`config.mk`:
```
export PLATFORM = sky130hd
export DESIGN_NAME = mrd_read_recovery
export DESIGN_NICKNAME = d
export VERILOG_FILES = /design/src/verilog/mrd_fifo.v /design/src/verilog/mrd_read_recovery.v
export VERILOG_INCLUDE_DIRS = /design/src /design/src/verilog
export SDC_FILE = /design/constraint.sdc
export NUM_CORES = 1
export LEC_CHECK = 0
export BUFFER_PORTS_ARGS = -buffer_cell sky130_fd_sc_hd__buf_2
export CAP_MARGIN = 5
export CORE_MARGIN = 2
export CORE_UTILIZATION = 46
export CTS_CLUSTER_DIAMETER = 120
export DETAILED_ROUTE_END_ITERATION = 6
export HOLD_SLACK_MARGIN = 0.02
export PLACE_DENSITY = 0.73
export SYNTH_ARGS = -nofsm -noshare
export SYNTH_HDL_FRONTEND = slang
export SYNTH_SLANG_ARGS = --single-unit
```
`constraint.sdc`:
```
create_clock -name clk_sys -period 3.4 [get_ports clk_sys]
set_input_delay 0.17 -clock clk_sys [delete_from_list [all_inputs] [get_ports clk_sys]]
set_output_delay 0.17 -clock clk_sys [all_outputs]
set_load 0.05 [all_outputs]
```
`src/verilog/mrd_defs.vh`:
```
// constants for the read data recovery block
//
// Operation
// RULE1 - while power_on_init_n is low, clock calibration counter at 460 kHz
// RULE2 - count up while comparator shows bias below threshold; count drives DAC
// RULE3 - on comparator flip take one step down, then resume counting up
// RULE4 - when power_on_init_n rises stop counting and hold the threshold value
// RULE5 - drop pulses within a quarter cell of the centre of an IF pattern
// RULE6 - either polarity of flux transition yields exactly one pulse
// RULE7 - normal window set at T2 and reset at T6 of PLL cell phases
// RULE8 - sample window with strobe delayed half a cell, centred on 2F pattern
// RULE9 - sample gives ones as pulses; next stage forms NRZ plus read clock
// RULE10 - select code weights 4,2,1 from inverted margin, late, early inputs
// RULE11 - codes one to seven pick the tabled set and reset phases
// RULE12 - early/late shift both boundaries; margin pulls both inward (codes 6 and 7 keep full width, set T1/reset T5 and set T3/reset T7)
// RULE13 - circulating one in eight-stage ring splits each cell in eight
// RULE14 - both oscillator phases give sixteen sub-cell intervals
// RULE15 - calibration counter saturates at both ends
// RULE16 - window select changes only take effect at a cell boundary
`ifndef MRD_DEFS_VH
`define MRD_DEFS_VH

// ==========================================================
// clocks
`define MRD_CLK_HZ       40000000
`define MRD_CAL_HZ       460000
`define MRD_CAL_DIV      (`MRD_CLK_HZ / `MRD_CAL_HZ)
// last divider count, integer divide gives 86 clocks per tick
`define MRD_CAL_LAST     7'h55

// ==========================================================
// cell phase positions, code = 2 * T + split half
`define MRD_POS_T1       4'h2
`define MRD_POS_T1H      4'h3
`define MRD_POS_T2       4'h4
`define MRD_POS_T2H      4'h5
`define MRD_POS_T3       4'h6
`define MRD_POS_T5       4'hA
`define MRD_POS_T5H      4'hB
`define MRD_POS_T6       4'hC
`define MRD_POS_T6H      4'hD
`define MRD_POS_T7       4'hE
`define MRD_POS_CLK_END  4'h8

// ==========================================================
// sub-interval timing, sixteen per cell
`define MRD_SUB_PER_CELL 6'h10
`define MRD_STROBE_DLY   4'h8
`define MRD_IF_MIN_SUB   6'h1C
`define MRD_REJ_LO       6'h0C
`define MRD_REJ_HI       6'h14
`define MRD_ELAPSED_MAX  6'h3F

// ==========================================================
// reset values
`define MRD_RING_RST     8'h01
`define MRD_SEL_RST      3'h0
`define MRD_CAL_RST      6'h00
// mode pins idle high, others idle low
`define MRD_PIN_RST      6'h38

`endif

```
`src/verilog/mrd_fifo.v`:
```
// small synchronous fifo with registered read data
`timescale 1ns/10ps
`default_nettype none

module mrd_fifo #(
    parameter WIDTH = 1,
    parameter DEPTH = 16,
    parameter AW    = 4
) (
    input  wire             clk_sys,
    input  wire             rst_b,
    input  wire [WIDTH-1:0] in_data,
    input  wire             in_valid,
    output wire             in_ready,
    output reg  [WIDTH-1:0] out_data,
    output reg              out_valid,
    input  wire             out_ready
);

    reg [WIDTH-1:0] mem [0:DEPTH-1];
    reg [AW-1:0]    wr_ptr;
    reg [AW-1:0]    rd_ptr;
    reg [AW:0]      count;
    wire            push;
    wire            pop;

    assign in_ready = (count != DEPTH[AW:0]);
    assign push     = in_valid && in_ready;
    // pull into the output register when it is empty or being taken
    assign pop      = (count != {(AW+1){1'b0}}) && (!out_valid || out_ready);

    always @(posedge clk_sys) begin
        if (push) begin
            mem[wr_ptr] <= in_data;
        end
    end

    always @(posedge clk_sys or negedge rst_b) begin
        if (!rst_b) begin
            wr_ptr    <= {AW{1'b0}};
            rd_ptr    <= {AW{1'b0}};
            count     <= {(AW+1){1'b0}};
            out_data  <= {WIDTH{1'b0}};
            out_valid <= 1'b0;
        end else begin
            if (push) begin
                wr_ptr <= wr_ptr + 1'b1;
            end
            if (pop) begin
                rd_ptr   <= rd_ptr + 1'b1;
                out_data <= mem[rd_ptr];
            end
            if (push && !pop) begin
                count <= count + 1'b1;
            end else if (pop && !push) begin
                count <= count - 1'b1;
            end
            if (pop) begin
                out_valid <= 1'b1;
            end else if (out_ready) begin
                out_valid <= 1'b0;
            end
        end
    end

endmodule

`default_nettype wire

```
`src/verilog/mrd_read_recovery.v`:
```
// read channel: threshold calibration, pulse cleanup, window and nrz recovery
`timescale 1ns/10ps
`default_nettype none
`include "mrd_defs.vh"

module mrd_read_recovery #(
    parameter CAL_W      = 6,
    parameter FIFO_DEPTH = 16,
    parameter FIFO_AW    = 4
) (
    input  wire             clk_sys,
    input  wire             rst_b,
    input  wire             power_on_init_n,
    input  wire             comparator_below,
    output reg  [CAL_W-1:0] threshold_code,
    input  wire             read_pulse_positive,
    input  wire             read_pulse_negative,
    input  wire             sub_tick,
    input  wire             window_shift_advance_n,
    input  wire             window_shift_delay_n,
    input  wire             margin_mode_n,
    output reg  [2:0]       window_select,
    output reg              half_cell_sample_strobe,
    output reg              recovered_read_clock,
    output reg              false_pulse_drop,
    output reg              fifo_overrun,
    output wire             nrz_data,
    output wire             nrz_valid,
    input  wire             nrz_ready
);

    // ==========================================================
    // pin synchronisers, three stages, settle when 2 and 3 agree
    localparam NPIN = 6;

    wire [NPIN-1:0] pin_raw;
    reg  [NPIN-1:0] pin_s1;
    reg  [NPIN-1:0] pin_s2;
    reg  [NPIN-1:0] pin_s3;
    reg  [NPIN-1:0] pin_f;
    reg  [NPIN-1:0] pin_f_d;

    assign pin_raw = {margin_mode_n, window_shift_delay_n, window_shift_advance_n,
                      comparator_below, read_pulse_negative, read_pulse_positive};

    always @(posedge clk_sys or negedge rst_b) begin
        if (!rst_b) begin
            pin_s1  <= `MRD_PIN_RST;
            pin_s2  <= `MRD_PIN_RST;
            pin_s3  <= `MRD_PIN_RST;
            pin_f   <= `MRD_PIN_RST;
            pin_f_d <= `MRD_PIN_RST;
        end else begin
            pin_s1  <= pin_raw;
            pin_s2  <= pin_s1;
            pin_s3  <= pin_s2;
            pin_f   <= (pin_s2 & pin_s3) | (pin_f & (pin_s2 ^ pin_s3));
            pin_f_d <= pin_f;
        end
    end

    // power_on_init_n passes the same chain separately
    reg init_s1;
    reg init_s2;
    reg init_s3;
    reg init_f;

    always @(posedge clk_sys or negedge rst_b) begin
        if (!rst_b) begin
            init_s1 <= 1'b0;
            init_s2 <= 1'b0;
            init_s3 <= 1'b0;
            init_f  <= 1'b0;
        end else begin
            init_s1 <= power_on_init_n;
            init_s2 <= init_s1;
            init_s3 <= init_s2;
            if (init_s2 == init_s3) begin
                init_f <= init_s3;
            end
        end
    end

    wire below  = pin_f[2];
    wire pos_up = pin_f[0] && !pin_f_d[0];
    wire neg_up = pin_f[1] && !pin_f_d[1];

    // ==========================================================
    // threshold calibration
    reg [6:0] cal_div;
    reg       cal_tick;
    reg       cal_stepped;

    // RULE1 low-rate calibration clock
    always @(posedge clk_sys or negedge rst_b) begin
        if (!rst_b) begin
            cal_div  <= 7'h00;
            cal_tick <= 1'b0;
        end else if (!init_f) begin
            if (cal_div == `MRD_CAL_LAST) begin
                cal_div  <= 7'h00;
                cal_tick <= 1'b1;
            end else begin
                cal_div  <= cal_div + 7'h01;
                cal_tick <= 1'b0;
            end
        end else begin
            // RULE4 clock stops, value held
            cal_div  <= 7'h00;
            cal_tick <= 1'b0;
        end
    end

    wire cal_max = (threshold_code == {CAL_W{1'b1}});
    wire cal_min = (threshold_code == {CAL_W{1'b0}});

    always @(posedge clk_sys or negedge rst_b) begin
        if (!rst_b) begin
            threshold_code <= {CAL_W{1'b0}};
            cal_stepped    <= 1'b0;
        end else if (cal_tick && !init_f) begin
            if (below || cal_stepped) begin
                // RULE2 count up toward threshold
                // RULE15 hold at the top
                if (!cal_max) begin
                    threshold_code <= threshold_code + 1'b1;
                end
                cal_stepped <= 1'b0;
            end else begin
                // RULE3 single step down on flip
                // RULE15 hold at the bottom
                if (!cal_min) begin
                    threshold_code <= threshold_code - 1'b1;
                end
                cal_stepped <= 1'b1;
            end
        end
    end

    // ==========================================================
    // cell phase ring and split half
    reg  [7:0] ring;
    reg        half;
    reg  [2:0] ring_idx;
    integer    k;

    // RULE13 circulating one, eight intervals
    // RULE14 split half gives sixteen
    always @(posedge clk_sys or negedge rst_b) begin
        if (!rst_b) begin
            ring <= `MRD_RING_RST;
            half <= 1'b0;
        end else if (sub_tick) begin
            half <= !half;
            if (half) begin
                ring <= {ring[6:0], ring[7]};
            end
        end
    end

    always @* begin
        ring_idx = 3'h0;
        for (k = 0; k < 8; k = k + 1) begin
            if (ring[k]) begin
                ring_idx = k[2:0];
            end
        end
    end

    wire [3:0] pos        = {ring_idx, half};
    wire       cell_bound = sub_tick && half && ring[7];

    // ==========================================================
    // window select code and phase table
    reg  [3:0] win_set_pos;
    reg  [3:0] win_rst_pos;
    wire [2:0] next_select = {~pin_f[5], ~pin_f[4], ~pin_f[3]};

    // RULE10 select code weights 4,2,1
    // RULE16 update only at a cell boundary
    always @(posedge clk_sys or negedge rst_b) begin
        if (!rst_b) begin
            window_select <= `MRD_SEL_RST;
        end else if (cell_bound) begin
            window_select <= next_select;
        end
    end

    // RULE11 set and reset phase per code
    // RULE12 shift early, late or inward
    always @* begin
        case (window_select)
            3'h1: begin
                win_set_pos = `MRD_POS_T1H;
                win_rst_pos = `MRD_POS_T5H;
            end
            3'h2: begin
                win_set_pos = `MRD_POS_T2H;
                win_rst_pos = `MRD_POS_T6H;
            end
            3'h4: begin
                win_set_pos = `MRD_POS_T2H;
                win_rst_pos = `MRD_POS_T5H;
            end
            3'h5: begin
                win_set_pos = `MRD_POS_T3;
                win_rst_pos = `MRD_POS_T5;
            end
            3'h6: begin
                win_set_pos = `MRD_POS_T1;
                win_rst_pos = `MRD_POS_T5;
            end
            3'h7: begin
                win_set_pos = `MRD_POS_T3;
                win_rst_pos = `MRD_POS_T7;
            end
            default: begin
                // RULE7 normal window T2 to T6
                win_set_pos = `MRD_POS_T2;
                win_rst_pos = `MRD_POS_T6;
            end
        endcase
    end

    reg window_ff;

    always @(posedge clk_sys or negedge rst_b) begin
        if (!rst_b) begin
            window_ff <= 1'b0;
        end else if (pos == win_set_pos) begin
            window_ff <= 1'b1;
        end else if (pos == win_rst_pos) begin
            window_ff <= 1'b0;
        end
    end

    // ==========================================================
    // flux pulses and false zero-crossing rejection
    reg  [5:0] elapsed;
    reg        if_pattern;
    wire       flux_evt;
    wire       in_centre;
    wire       accept;

    // RULE6 either polarity gives one event
    assign flux_evt  = pos_up || neg_up;
    assign in_centre = (elapsed >= `MRD_REJ_LO) && (elapsed <= `MRD_REJ_HI);
    // RULE5 drop pulses near the IF centre
    assign accept    = flux_evt && !(if_pattern && in_centre);

    always @(posedge clk_sys or negedge rst_b) begin
        if (!rst_b) begin
            elapsed          <= `MRD_ELAPSED_MAX;
            if_pattern       <= 1'b0;
            false_pulse_drop <= 1'b0;
        end else begin
            false_pulse_drop <= flux_evt && !accept;
            if (accept) begin
                if_pattern <= (elapsed >= `MRD_IF_MIN_SUB);
                elapsed    <= sub_tick ? 6'h01 : 6'h00;
            end else if (sub_tick && elapsed != `MRD_ELAPSED_MAX) begin
                elapsed <= elapsed + 6'h01;
            end
        end
    end

    // ==========================================================
    // half-cell delayed sample strobe
    reg [3:0] strobe_cnt;
    reg       strobe_arm;

    // RULE8 strobe half a cell after the pulse
    always @(posedge clk_sys or negedge rst_b) begin
        if (!rst_b) begin
            strobe_cnt              <= 4'h0;
            strobe_arm              <= 1'b0;
            half_cell_sample_strobe <= 1'b0;
        end else begin
            half_cell_sample_strobe <= 1'b0;
            if (accept) begin
                strobe_cnt <= `MRD_STROBE_DLY;
                strobe_arm <= 1'b1;
            end else if (strobe_arm && sub_tick) begin
                if (strobe_cnt == 4'h1) begin
                    strobe_arm              <= 1'b0;
                    half_cell_sample_strobe <= 1'b1;
                end
                strobe_cnt <= strobe_cnt - 4'h1;
            end
        end
    end

    // ==========================================================
    // nrz forming and read clock
    reg one_seen;
    reg nrz_bit;
    reg nrz_push;

    // RULE8 sample the window
    // RULE9 ones arrive as pulses, zeros as level
    always @(posedge clk_sys or negedge rst_b) begin
        if (!rst_b) begin
            one_seen <= 1'b0;
            nrz_bit  <= 1'b0;
            nrz_push <= 1'b0;
        end else begin
            nrz_push <= cell_bound;
            if (cell_bound) begin
                nrz_bit <= one_seen || (half_cell_sample_strobe && window_ff);
            end
            // a sample on the boundary cycle is kept, not lost
            if (half_cell_sample_strobe && window_ff) begin
                one_seen <= 1'b1;
            end else if (cell_bound) begin
                one_seen <= 1'b0;
            end
        end
    end

    // RULE9 read clock high in the first half cell
    always @(posedge clk_sys or negedge rst_b) begin
        if (!rst_b) begin
            recovered_read_clock <= 1'b0;
        end else begin
            recovered_read_clock <= (pos < `MRD_POS_CLK_END);
        end
    end

    // ==========================================================
    // output fifo
    wire fifo_in_ready;

    always @(posedge clk_sys or negedge rst_b) begin
        if (!rst_b) begin
            fifo_overrun <= 1'b0;
        end else if (nrz_push && !fifo_in_ready) begin
            fifo_overrun <= 1'b1;
        end else if (!init_f) begin
            fifo_overrun <= 1'b0;
        end
    end

    mrd_fifo #(
        .WIDTH (1),
        .DEPTH (FIFO_DEPTH),
        .AW    (FIFO_AW)
    ) u_fifo (
        .clk_sys   (clk_sys),
        .rst_b     (rst_b),
        .in_data   (nrz_bit),
        .in_valid  (nrz_push),
        .in_ready  (fifo_in_ready),
        .out_data  (nrz_data),
        .out_valid (nrz_valid),
        .out_ready (nrz_ready)
    );

endmodule

`default_nettype wire

```
Word-level counts from Yosys, hierarchy flattened

Memory sizes are Yosys's and may differ from the RTL's. A register that Yosys moved wholly into a read port is not among the register bits.
Index checks and enable logic that the tools add are counted.

Bits in registers: 91
Bits in writable memories: 16
Input port bits: 11
Output and inout port bits: 15
Logic and storage cells: 158
Memories kept: 1

$add $sub $neg: 9
Order comparisons: 4
Eq/ne operators: 17
Multiplexer cells: 40
Bitwise operators: 7
Reduce and logical (&&, ||, !) cells: 48

Memory list:

| memory     | words | width | rd ports | clocked after Yosys merged registers in | wr ports | RTL line      | RTL |
|---|---|---|---|---|---|---|---|
| u_fifo.mem | 16    | 1     | 1        | 1                                       | 1        | mrd_fifo.v:20 | `reg [WIDTH-1:0] mem [0:DEPTH-1];` |

Operators by type and width:

| kind                                                                                | number |
|---|---|
| 6-bit 2-to-1 mux                                                                    | 5 |
| 3-bit one-hot mux with 4 select lines                                               | 2 |
| 1-bit 2-to-1 mux                                                                    | 21 |
| 3-bit 2-to-1 mux                                                                    | 6 |
| 1-bit logical AND                                                                   | 17 |
| 7-bit 2-to-1 mux                                                                    | 2 |
| 2-bit nonzero test                                                                  | 7 |
| 6-bit by 1-bit adder with 6-bit output, second input constant                       | 2 |
| 6-bit bitwise AND                                                                   | 2 |
| 3-bit equality test, second input constant                                          | 4 |
| 1-bit logical NOT                                                                   | 11 |
| 5-bit 2-to-1 mux                                                                    | 2 |
| 4-bit by 1-bit adder with 4-bit output, second input constant                       | 2 |
| 4-bit equality test                                                                 | 2 |
| 4-bit 2-to-1 mux                                                                    | 2 |
| 2-bit OR reduction                                                                  | 4 |
| 7-bit by 1-bit adder with 7-bit output, second input constant                       | 1 |
| 7-bit equality test, second input constant                                          | 1 |
| 6-bit equality test, second input constant                                          | 1 |
| 6-bit by 4-bit greater-or-equal comparator with 1-bit output, second input constant | 1 |
| 6-bit by 5-bit greater-or-equal comparator with 1-bit output, second input constant | 1 |
| 6-bit by 5-bit less-or-equal comparator with 1-bit output, second input constant    | 1 |
| 6-bit logical NOT                                                                   | 1 |
| 6-bit != test, second input constant                                                | 1 |
| other kinds (19)                                                                    | 26 |

Longest topological paths before layout

Gate-level depths: netlist of the first run.

Depth after elaboration: 10
Mapped depth: 10
Mapped depth without buffers: 10

Modules after synthesis

A second synthesis of the first run with hierarchy kept.

Cell total of the unflattened synthesis: 401
Area total of the unflattened synthesis: 4863.4 sq um

By module, submodules not included:

| module            | times used | cells an instance | area an instance (sq um) | seq. area each (sq um) |
|---|---|---|---|---|
| mrd_read_recovery | 1          | 280               | 3348.2                   | 1950.6 |
| mrd_fifo          | 1          | 121               | 1515.2                   | 855.8 |

Worst setup path after synthesis of the first run

OpenSTA, ideal clock, no wires.

Path type: register -> register
From: reg u_fifo.count[1]
To: reg u_fifo.count[4]
Setup time: 129 ps
Data arrival time: 2550 ps
Required time: 3271 ps
Slack: 721 ps
Cell stages (with the launch flop): 11
Path buffers: 0
Clock period less this slack: 2679 ps
Cells stage by stage: dfrtp_1 or4_1 o21ai_2 ha_1 inv_1 fa_1 a21o_1 a21oi_1 xnor2_1 nor2_1 xor2_1

Longest elaborated chain between the ends: 5
Elaborated cells on any way between the ends: 13
Classes of those cells: add/sub (2); eq/ne (1); mux (2); reduce/logical (8)

Ends and longest elaborated chain:

| element                                                                                             | RTL line      | RTL |
|---|---|---|
| start: declaration                                                                                  | mrd_fifo.v:23 | `reg [AW:0] count;` |
| start signal: assignment                                                                            | mrd_fifo.v:42 | `count <= {(AW+1){1'b0}};` |
| start signal: assignment                                                                            | mrd_fifo.v:54 | `count <= count + 1'b1;` |
| start signal: assignment                                                                            | mrd_fifo.v:56 | `count <= count - 1'b1;` |
| parallel branches: the longest is 5 deep, another holds 5-bit by 1-bit subtractor with 5-bit output | n/a           |  |

Several ways; the timed one is not identified. The select of a mux whose other input is x is not followed.
A chain may end at the register's enable or synchronous reset.

Worst setup path after layout of the first run

Ends and elaborated chain as after synthesis.

==> results of run 1 <==
## registers in the layout (all words and copies together), names as in the netlist, 2 cells and up
| signal | count |
|---|---|
| elapsed | 6 |
| u_fifo.count | 5 |
| threshold_code | 6 |
| pin_s1 | 6 |
| u_fifo.rd_ptr | 4 |
| pin_s3 | 6 |
| u_fifo.wr_ptr | 4 |
| cal_div | 7 |
| window_select | 3 |
| pin_f | 6 |
| pin_s2 | 6 |
| u_fifo.mem | 16 |
| pin_f_d | 2 |
| ring | 8 |
| strobe_cnt | 4 |
## cells in the final DEF (no fill, tap or decap), types with 2 or more instances in the layout
cell type	n
a21oi_1	12
inv_6	2
mux2i_1	3
dfrtp_1	73
mux4_1	4
edfxtp_1	16
fa_1	2
buf_2	24
ha_1	25
o21ai_0	12
nand3b_1	2
xnor2_1	21
clkbuf_8	11
nand2_1	26
or4_1	3
buf_4	4
nor2_1	42
nand3_1	9
inv_1	21
nor4_1	3
a21o_1	11
nor2b_1	2
nand4_1	2
mux2_2	12
a211oi_1	2
or3_1	2
o22ai_1	2
nor3_1	8
a31oi_1	2
nand2b_1	8
nor4bb_1	2
dlygate4sd3_1	8
dfstp_2	19
xor2_1	11
## stage by stage
| step | total power, µW | utilization |
|---|---|---|
| after CTS | 2464 | 0.5222 |
| final | 2419 | 0.5222 |
| after global routing | 2557 | 0.5222 |
| after detailed placement | 1714 | 0.4961 |
| after floorplan | 1638 | - |
| after global placement | 1701 | 0.4961 |
## cell families (layout without fill, tap and decap cells)
group | Yosys count | count (layout) | synth area share
compound gates | 56 | 56 | 0.07617
xor+xnor | 32 | 32 | 0.05823
fa+ha+maj | 28 | 28 | 0.07538
buf+inv | 34 | 73 | 0.02833
flops | 108 | 108 | 0.5831
mux | 20 | 20 | 0.06083
simple gates | 116 | 116 | 0.1180
## metal layers
metal | vias up | track usage | wire (µm)
met5 | - | 0 | 0
met4 | 0 | 0.05169 | 141
met3 | 15 | 0.03679 | 216
met2 | 37 | 0.2450 | 3562
met1 | 1442 | 0.1926 | 3595
li1 | 1430 | - | -
## report_power, final
group / internal, µW / total, µW / switching (µW)
combinational: 112 / 237 / 125
sequential: 1390 / 1460 / 63.4
clock: 313 / 727 / 414
total: 1820 / 2420 / 603
## layout make-up
type	count	area share
Multi-Input combinational cell	252	0.3501
Clock inverter	4	0.005855
Tap cell	136	0.03185
Inverter	21	0.01475
Clock buffer	12	0.02904
Timing Repair Buffer	36	0.04309
Sequential cell	108	0.5253
## worst reg2reg max path: stages, from the launching register on
cell and delay (ns):
dfrtp_1 0.45, or4_1 0.58, o21ai_2 0.30, ha_1 0.24
inv_1 0.10, fa_1 0.43, a21o_1 0.18, a21oi_1 0.16
xnor2_1 0.13, nor2_1 0.06, xor2_1 0.14
## worst paths after layout
path / endpoint / cells past startpoint
min in group asynchronous: pin_f[2] / 2
worst max-delay path: u_fifo.count[4] / 10
max in group asynchronous: pin_s3[3] / 3
worst min-delay path: half / 2
worst max register to register: u_fifo.count[4] / 10
worst min register to register: pin_s2[1] / 0
==> run summary, run 1 <==
Die W -> 106.3 µm
TritonCTS clock tree -> yes
Port Buffers -> 25
outcome -> complete, no violations
final routed wirelength across all metal layers -> 7515 µm
Leak Pwr -> 0.002337 µW
RSZ-0062 raised after global routing -> no
multi-input gate area in the final layout -> 0.001871 mm²
Synth async-reset ratio -> 0.8519
cell taking the most area after synthesis -> dfrtp_1
most frequent cell after synthesis -> dfrtp_1
cells along the critical path -> or4_1, o21ai_2, ha_1, inv_1, fa_1, a21o_1, a21oi_1, xnor2_1, nor2_1, xor2_1
required time worst endpoint -> 3.64 ns
wire length of the first global-routing pass -> 13,540 µm
worst slack after detailed placement -> 0.5216 ns
slowest stage cell on the critical path -> or4_1
power density cells -> 452.7 mW/mm²
count of nets left with antenna violations after detail routing -> 0
top-level port count -> 26
critical path type -> flip-flop to flip-flop
Final Non-Filler Cells -> 569
critical path startpoint category -> flip-flop
worst min-delay path category -> input port to flip-flop
number of max-slew violations in the final report -> 0
Initial DRC Count -> 99
beginning of the worst register-to-register path -> u_fifo.count[1]
list of most frequent post-synthesis cells -> dfrtp_1 (73), nor2_1 (42), nand2_1 (26), ha_1 (25)
predominant post-synthesis flop cell -> dfrtp_1
CTS-repair resized insts -> 0
routed wire length per instance -> 13.21 µm
Congestion Overflow GR -> 0
clock transition at the registers of the reported paths -> 0.10 ns
Max Root-Sink Buffers -> 2
total via count in the routed design -> 2,924
area of the die -> 0.01130 mm²
Post-Synthesis Mean Instance Area -> 12.22 µm²
placed insts -> 545
worst setup path startpoint -> u_fifo.count[1]
H-tree levels -> 3
post-layout worst setup margin -> 0.4925 ns
remaining routing DRC violations -> 0
number of violations of the max-capacitance limit -> 0
post-route worst hold slack -> 0.1000 ns
crit path buf inv count -> 1
final setup violation count -> 0
worst slew pin tran -> 0.7431 ns
Final Skew -> 0.008873 ns
number of synthesized flops with an enable pin -> 16
total cell area at the placement stage -> 0.005076 mm²
Setup Buffers After CTS -> 0
count of different cell masters after synthesis -> 57
highest ir drop seen on vdd -> 319.7 µV
highest attainable clock frequency -> 343.9 MHz
row cnt -> 37
maximum number of pins on one net before global-route repair -> 42
P&R area growth vs syn -> 11.00%
Total Negative Setup Slacks -> 0 ns
area share of the largest cell type after synthesis -> 0.3795
maximum fanout along the worst path -> 6
fraction of layout instances using a drive strength above 1 -> 0.1871
Slew Limit Headroom -> 0.5036
antenna cell count -> 0
latest clock arrival within the worst-skew pair -> 0.36 ns
number of hold violations in the final report -> 0
worst reg2reg setup slack -> 0.49 ns
worst endpoint data arrival time -> 3.15 ns
standard cell core area -> 0.01023 mm²
number of global-route vias before repair -> 3,008
Cell Area, Synth -> 0.004813 mm²
Filler Cell Count -> 897
vias per std cell -> 5.139
min Tclk post-route -> 2.907 ns
GR Util All Layers -> 0.1488
sequential cell area -> 0.002806 mm²
hold path startpoint -> sub_tick
share of the clock period used by the worst path after layout -> 0.8551
half-perimeter wire length after detailed placement -> 5260 µm
max incr delay on CP -> 0.58 ns
sequential-to-total area share from yosys stat -> 0.5831
clock buffers created by TritonCTS -> 9
post-route cell area -> 0.005343 mm²
Pre-antenna DRT Iters -> 5
initial cell density of the core -> 0.4705
net count after synthesis -> 432
Placer Congestion -> 0.7802
Sink Count -> 108
Top delay family on crit path -> adder cells
clock root buffer -> clkbuf_8
yosys synthesis warning count -> 0
Post-layout nets -> 466
top post-synthesis cells by area -> dfrtp_1 (38%), dfstp_2 (10%), edfxtp_1 (10%), ha_1 (6.5%), xnor2_1 (3.8%)
#FFs+latches synth -> 108
CTS Hold Buffers Added -> 8
antenna violations before repair -> 0
number of instances in the synthesized netlist -> 394
critical path endpoint category -> flip-flop
height of the chip -> 106.3 µm
No activity file was read; power rests on OpenSTA's default activity.
==> run 2: changes to the inputs <==
- CORE_ASPECT_RATIO: default -> 1.1
==> run 2 against run 1 <==
Effect of this change: the flow now finishes with violations (negative hold slack); sequential share of layout area shrank 0.73 points; final area grew 1.4%; critical path depth stayed put; combinational power hardly changed; highest routed layer unchanged.
==> run summary, run 2 (synthesized netlist as in run 1, its figures left out) <==
highest ir drop seen on vdd -> 330.9 µV (+3.5%)
Sink Count -> 108 (unchanged)
min Tclk post-route -> 2.905 ns (-0.002435 ns)
worst reg2reg setup slack -> 0.49 ns (about the same)
latest clock arrival within the worst-skew pair -> 0.34 ns (-0.02 ns)
row cnt -> 39 (+5.4%)
switching share of power -> 0.2367 (-0.01246)
total via count in the routed design -> 2,941 (+0.58%)
Setup Buffers After CTS -> 0 (unchanged)
leading cell types in the layout, fill and taps excluded -> dfrtp_1 (73), nor2_1 (42), nand2_1 (26)
commonest non-fill, non-tap cell in the layout -> dfrtp_1
critical path endpoint category -> flip-flop
Leak Pwr -> 0.002368 µW (+1.3%)
routed wire length per instance -> 13.38 µm (+1.3%)
worst slew pin tran -> 1.023 ns (+0.2803 ns)
initial cell density of the core -> 0.4675 (-0.002973)
post-route worst hold slack -> -0.04208 ns (-0.1421 ns)
share of the clock period used by the worst path after layout -> 0.8544 (about the same)
height of the chip -> 111.3 µm (+4.7%)
Total Negative Setup Slacks -> 0 ns (unchanged)
wire length of the first global-routing pass -> 13,900 µm (+2.6%)
clock transition at the registers of the reported paths -> 0.07 ns (-0.03 ns)
Initial DRC Count -> 122 (+23%)
power density cells -> 488.6 mW/mm² (+7.9%)
Port Buffers -> 25 (unchanged)
top-level port count -> 26 (unchanged)
half-perimeter wire length after detailed placement -> 5240 µm (-0.38%)
Die W -> 101.5 µm (-4.5%)
switching power -> 626.5 µW (+4.0%)
vias per std cell -> 5.124 (-0.29%)
fraction of the core area covered by cells at the end of the flow -> 0.5262 (+0.003992)
clock root buffer -> clkbuf_16
Final Skew -> 0.008058 ns (-0.0008148 ns)
fraction of layout instances using a drive strength above 1 -> 0.1833 (-0.003772)
final routed wirelength across all metal layers -> 7681 µm (+2.2%)
number of violations of the max-capacitance limit -> 0 (unchanged)
area of the die -> 0.01130 mm² (about the same)
Congestion Overflow GR -> 0 (unchanged)
number of hold violations in the final report -> 14 (+14)
Internal Pwr Total -> 2021 µW (+11%)
CTS-repair resized insts -> 0 (unchanged)
antenna violations before repair -> 0 (unchanged)
worst min-delay path category -> input port to async pin
biggest registers after layout -> u_fifo.mem (16), ring (8), cal_div (7)
final setup violation count -> 0 (unchanged)
maximum fanout along the worst path -> 6 (unchanged)
Post-layout nets -> 464 (-0.43%)
required time worst endpoint -> 3.62 ns (-0.02 ns)
remaining routing DRC violations -> 0 (unchanged)
maximum number of pins on one net before global-route repair -> 85 (+100%)
placed insts -> 551 (+1.1%)
worst r2r path cells -> 10 (unchanged)
Slew Limit Headroom -> 0.3178 (-0.1858)
clock buffers created by TritonCTS -> 9 (unchanged)
number of max-slew violations in the final report -> 0 (unchanged)
Max Root-Sink Buffers -> 2 (unchanged)
violations in the final reports -> negative hold slack
clock share of power -> 0.360 (+0.059)
count of nets left with antenna violations after detail routing -> 0 (unchanged)
Placer Congestion -> 0.7836 (+0.44%)
Pre-antenna DRT Iters -> 4 (-1)
critical path type -> flip-flop to flip-flop
RSZ-0062 raised after global routing -> no
largest reg by FF count -> u_fifo.mem
TritonCTS clock tree -> yes
standard cell core area -> 0.01030 mm² (+0.64%)
max reg flops -> 16 (unchanged)
Final Non-Filler Cells -> 574 (+0.88%)
GR Util All Layers -> 0.1542 (+0.005366)
portion of total power attributed to sequential cells -> 0.550 (-0.052)
antenna cell count -> 0 (unchanged)
P&R area growth vs syn -> 12.56%
outcome -> finished, violations left
critical path startpoint category -> flip-flop
H-tree levels -> 3 (unchanged)
proportion of power drawn by combinational gates -> 0.090 (-0.008)
worst endpoint data arrival time -> 3.13 ns (-0.02 ns)
highest attainable clock frequency -> 344.2 MHz (about the same)
number of global-route vias before repair -> 3,062 (+1.8%)
==> run 2: cell count changes in the layout (fill, tap and decap cells not counted), sizes merged <==
cell	previous run	this run
inv	23	22
dlygate4sd3	8	7
buf	28	27
clkinv	2	3
==> run 2: area by class of cell <==
cell class              instances  area, µm²
flip-flops and latches        108       2806
inverters                      21      78.83
clock buffers                  12      246.5
clock inverters                 4      23.77
fillers                       904       4878
multi-input cells             252       1871
repair buffers                 34      212.7
well taps                     143      178.9
==> run 2: per-layer routing <==
metal	wire length, µm	GRT usage	share of wire	vias to the layer above
li1	-	-	-	1434
met1	3391	0.1944	0.44	1461
met2	3929	0.2557	0.51	35
met3	234	0.03468	0.030	11
met4	126	0.05946	0.016	0
met5	0	0	0	-
==> run 2: power by group through the flow <==
| stage | combinational (µW) | sequential [µW] | clock (µW) |
|---|---|---|---|
| after global routing | 281 | 1470 | 1030 |
| after global placement | 223 | 1480 | 0 |
| after CTS | 247 | 1460 | 983 |
| final | 239 | 1460 | 952 |
| after floorplan | 183 | 1460 | 0 |
| after detailed placement | 240 | 1480 | 0 |
==> run 2: worst max-delay path, cell delays in order (launching register included) <==
cell and delay (ns):
dfrtp_1 0.45, or4_1 0.59, o21ai_2 0.30, ha_1 0.24
inv_1 0.11, fa_1 0.41, a21o_1 0.18, a21oi_1 0.17
xnor2_1 0.13, nor2_1 0.06, xor2_1 0.14
==> run 2: path summary, 6_finish.rpt <==
| kind | from | to |
|---|---|---|
| setup / recovery | u_fifo.count[1] | u_fifo.count[4] |
| hold / removal | rst_b | u_fifo.out_data |
| setup reg to reg | u_fifo.count[1] | u_fifo.count[4] |
| hold reg to reg | pin_s1[0] | pin_s2[0] |
| max in group asynchronous | rst_b | fifo_overrun |
| min in group clk_sys | nrz_ready | u_fifo.out_valid |
==> run 2: through the flow <==
| step | setup WS (ns) | instance area, µm² | power, µW |
|---|---|---|---|
| after floorplan | 0.7207 | 4813 | 1638 |
| after global placement | 0.5875 | 5077 | 1699 |
| after detailed placement | 0.5144 | 5077 | 1719 |
| after CTS | 0.4883 | 5418 | 2686 |
| after global routing | 0.2662 | 5418 | 2781 |
| final | 0.4950 | 5418 | 2647 |
==> run 2: timing repair <==
item,4_1_cts,5_1_grt
hold buffers,7,0
hold endpoints to repair,7,0
endpoints found under the setup margin,0,0
==> run 3: changes to the inputs <==
- SETUP_SLACK_MARGIN: default -> 0.5
- SLEW_MARGIN: default -> 20
==> run 3 against run 2 <==
Effect of this change: the run now ends clean; combinational power hardly changed; hold slack better by 0.18 ns; utilization is 0.53 points higher; die area stayed put; final area is 1.0% higher; non-clock buffer count is 3 higher; final cell count is 0.52% higher; critical path depth stayed put; clock skew is 0.00064 ns lower; largest power group unchanged; register-to-register slack better by 0.17 ns; via count is 0.17% higher.
==> run summary, run 3 (synthesized netlist as in run 1, its figures left out) <==
outcome -> complete, no violations
initial cell density of the core -> 0.4675 (unchanged)
number of violations of the max-capacitance limit -> 0 (unchanged)
Top delay family on crit path -> simple AND/OR/NAND/NOR gates
number of global-route vias before repair -> 3,061 (-0.033%)
Slew Limit Headroom -> 0.5023 (+0.1845)
Die W -> 101.5 µm (unchanged)
clock buffers created by TritonCTS -> 9 (unchanged)
vias per std cell -> 5.106 (-0.35%)
height of the chip -> 111.3 µm (unchanged)
number of max-slew violations in the final report -> 0 (unchanged)
Congestion Overflow GR -> 0 (unchanged)
row cnt -> 39 (unchanged)
final routed wirelength across all metal layers -> 7758 µm (+1.0%)
biggest registers after layout -> u_fifo.mem (16), ring (8), cal_div (7)
worst min-delay path category -> input port to flip-flop
RSZ-0062 raised after global routing -> no
H-tree levels -> 3 (unchanged)
Leak Pwr -> 0.002379 µW (+0.49%)
remaining routing DRC violations -> 0 (unchanged)
Total Negative Setup Slacks -> 0 ns (unchanged)
Sink Count -> 108 (unchanged)
Initial DRC Count -> 120 (-1.6%)
latest clock arrival within the worst-skew pair -> 0.34 ns (about the same)
Post-layout nets -> 467 (+0.65%)
final setup violation count -> 0 (unchanged)
critical path type -> flip-flop to flip-flop
Max Root-Sink Buffers -> 2 (unchanged)
GR Util All Layers -> 0.1542 (unchanged)
standard cell core area -> 0.01030 mm² (unchanged)
clock transition at the registers of the reported paths -> 0.07 ns (about the same)
routed wire length per instance -> 13.45 µm (+0.48%)
total via count in the routed design -> 2,946 (+0.17%)
max reg flops -> 16 (unchanged)
largest reg by FF count -> u_fifo.mem
top-level port count -> 26 (unchanged)
worst endpoint data arrival time -> 2.96 ns (-0.17 ns)
max incr delay on CP -> 0.57 ns (-0.02 ns)
worst slew pin tran -> 0.7465 ns (-0.2768 ns)
Final Skew -> 0.007414 ns (-0.0006446 ns)
leading cell types in the layout, fill and taps excluded -> dfrtp_1 (71), nor2_1 (42), nand2_1 (26)
worst reg2reg setup slack -> 0.66 ns (+0.17 ns)
total cell area at the placement stage -> 0.005077 mm² (unchanged)
clock root buffer -> clkbuf_16
highest ir drop seen on vdd -> 330.9 µV (about the same)
share of the clock period used by the worst path after layout -> 0.8046 (-0.04985)
wire length of the first global-routing pass -> 13,890 µm (about the same)
power density cells -> 484.2 mW/mm² (-0.90%)
highest attainable clock frequency -> 365.6 MHz (+6.2%)
P&R area growth vs syn -> 13.70%
maximum number of pins on one net before global-route repair -> 85 (unchanged)
cells along the critical path -> or4_4, o21ai_4, ha_2, inv_1, fa_1, a21o_1, a21oi_1, xnor2_1, nor2_1, xor2_1
number of hold violations in the final report -> 0 (-14)
critical path startpoint category -> flip-flop
post-route cell area -> 0.005473 mm² (+1.0%)
Port Buffers -> 25 (unchanged)
fraction of layout instances using a drive strength above 1 -> 0.2005 (+0.01717)
Placer Congestion -> 0.7836 (unchanged)
area of the die -> 0.01130 mm² (unchanged)
min Tclk post-route -> 2.736 ns (-0.1695 ns)
critical path endpoint category -> flip-flop
Final Non-Filler Cells -> 577 (+0.52%)
count of nets left with antenna violations after detail routing -> 0 (unchanged)
placed insts -> 551 (unchanged)
crit path buf inv count -> 1 (unchanged)
required time worst endpoint -> 3.62 ns (about the same)
post-route worst hold slack -> 0.1369 ns (+0.1790 ns)
antenna cell count -> 0 (unchanged)
antenna violations before repair -> 0 (unchanged)
half-perimeter wire length after detailed placement -> 5240 µm (unchanged)
TritonCTS clock tree -> yes
maximum fanout along the worst path -> 5 (-1)
Pre-antenna DRT Iters -> 4 (unchanged)
commonest non-fill, non-tap cell in the layout -> dfrtp_1
slowest stage cell on the critical path -> or4_4
fraction of the core area covered by cells at the end of the flow -> 0.5315 (+0.005347)
==> run 3: cell count changes in the layout (fill, tap and decap cells not counted), sizes merged <==
cell	previous run	this run
buf	27	29
dlygate4sd3	7	8
==> run 3: worst reg2reg max path, cell delays in order (launching register included) <==
cell	delay [ns]
dfrtp_2	0.45
or4_4	0.57
o21ai_4	0.19
ha_2	0.21
inv_1	0.10
fa_1	0.41
a21o_1	0.18
a21oi_1	0.17
xnor2_1	0.13
nor2_1	0.06
xor2_1	0.14
==> run 3: final timing paths <==
path	endpoint	startpoint	depth (start not counted)
max	u_fifo.count[4]	u_fifo.count[1]	10
min in group asynchronous	u_fifo.out_data	rst_b	2
max in group asynchronous	u_fifo.count[1]	rst_b	3
min	half	sub_tick	2
max reg2reg	u_fifo.count[4]	u_fifo.count[1]	10
min reg2reg	pin_s2[0]	pin_s1[0]	0
==> run 3: metrics by stage <==
stage               power, µW  setup slack (ns)
finish                   2650            0.6645
global route             2783            0.4979
CTS                      2686            0.5351
detailed placement       1719            0.5144
global placement         1699            0.5875
floorplan                1638            0.7207
==> run 3: layout make-up <==
type / count / area (µm²)
clock buffer: 12 / 246.5
clock inverter: 4 / 23.77
fill: 894 / 4823
inverter: 21 / 78.83
multi-input combinational: 252 / 1894
sequential: 108 / 2809
tap: 143 / 178.9
timing repair buffer: 37 / 241.5
==> run 3: what timing repair did <==
action / in CTS / in global routing
hold buffers: 7 / 1
gates cloned: 0 / 0
resized for setup: 1 / 6
hold endpoints to repair: 7 / 64
endpoints found under the setup margin: 1 / 1
pin swaps: 0 / 1
buffers inserted: 0 / 2
==> run 3: power breakdown <==
group	internal, µW	switching [µW]	leakage [µW]
logic	112	128	0.000980
clock network	516	437	0.000137
registers	1390	63.1	0.00126
==> run 3: per-layer routing <==
layer	part of all wire	track usage	wire, µm	up-vias
met4	0.016	0.05946	126	0
met5	0	0	0	-
li1	-	-	-	1435
met2	0.51	0.2557	3965	33
met1	0.44	0.1944	3423	1467
met3	0.031	0.03468	243	11
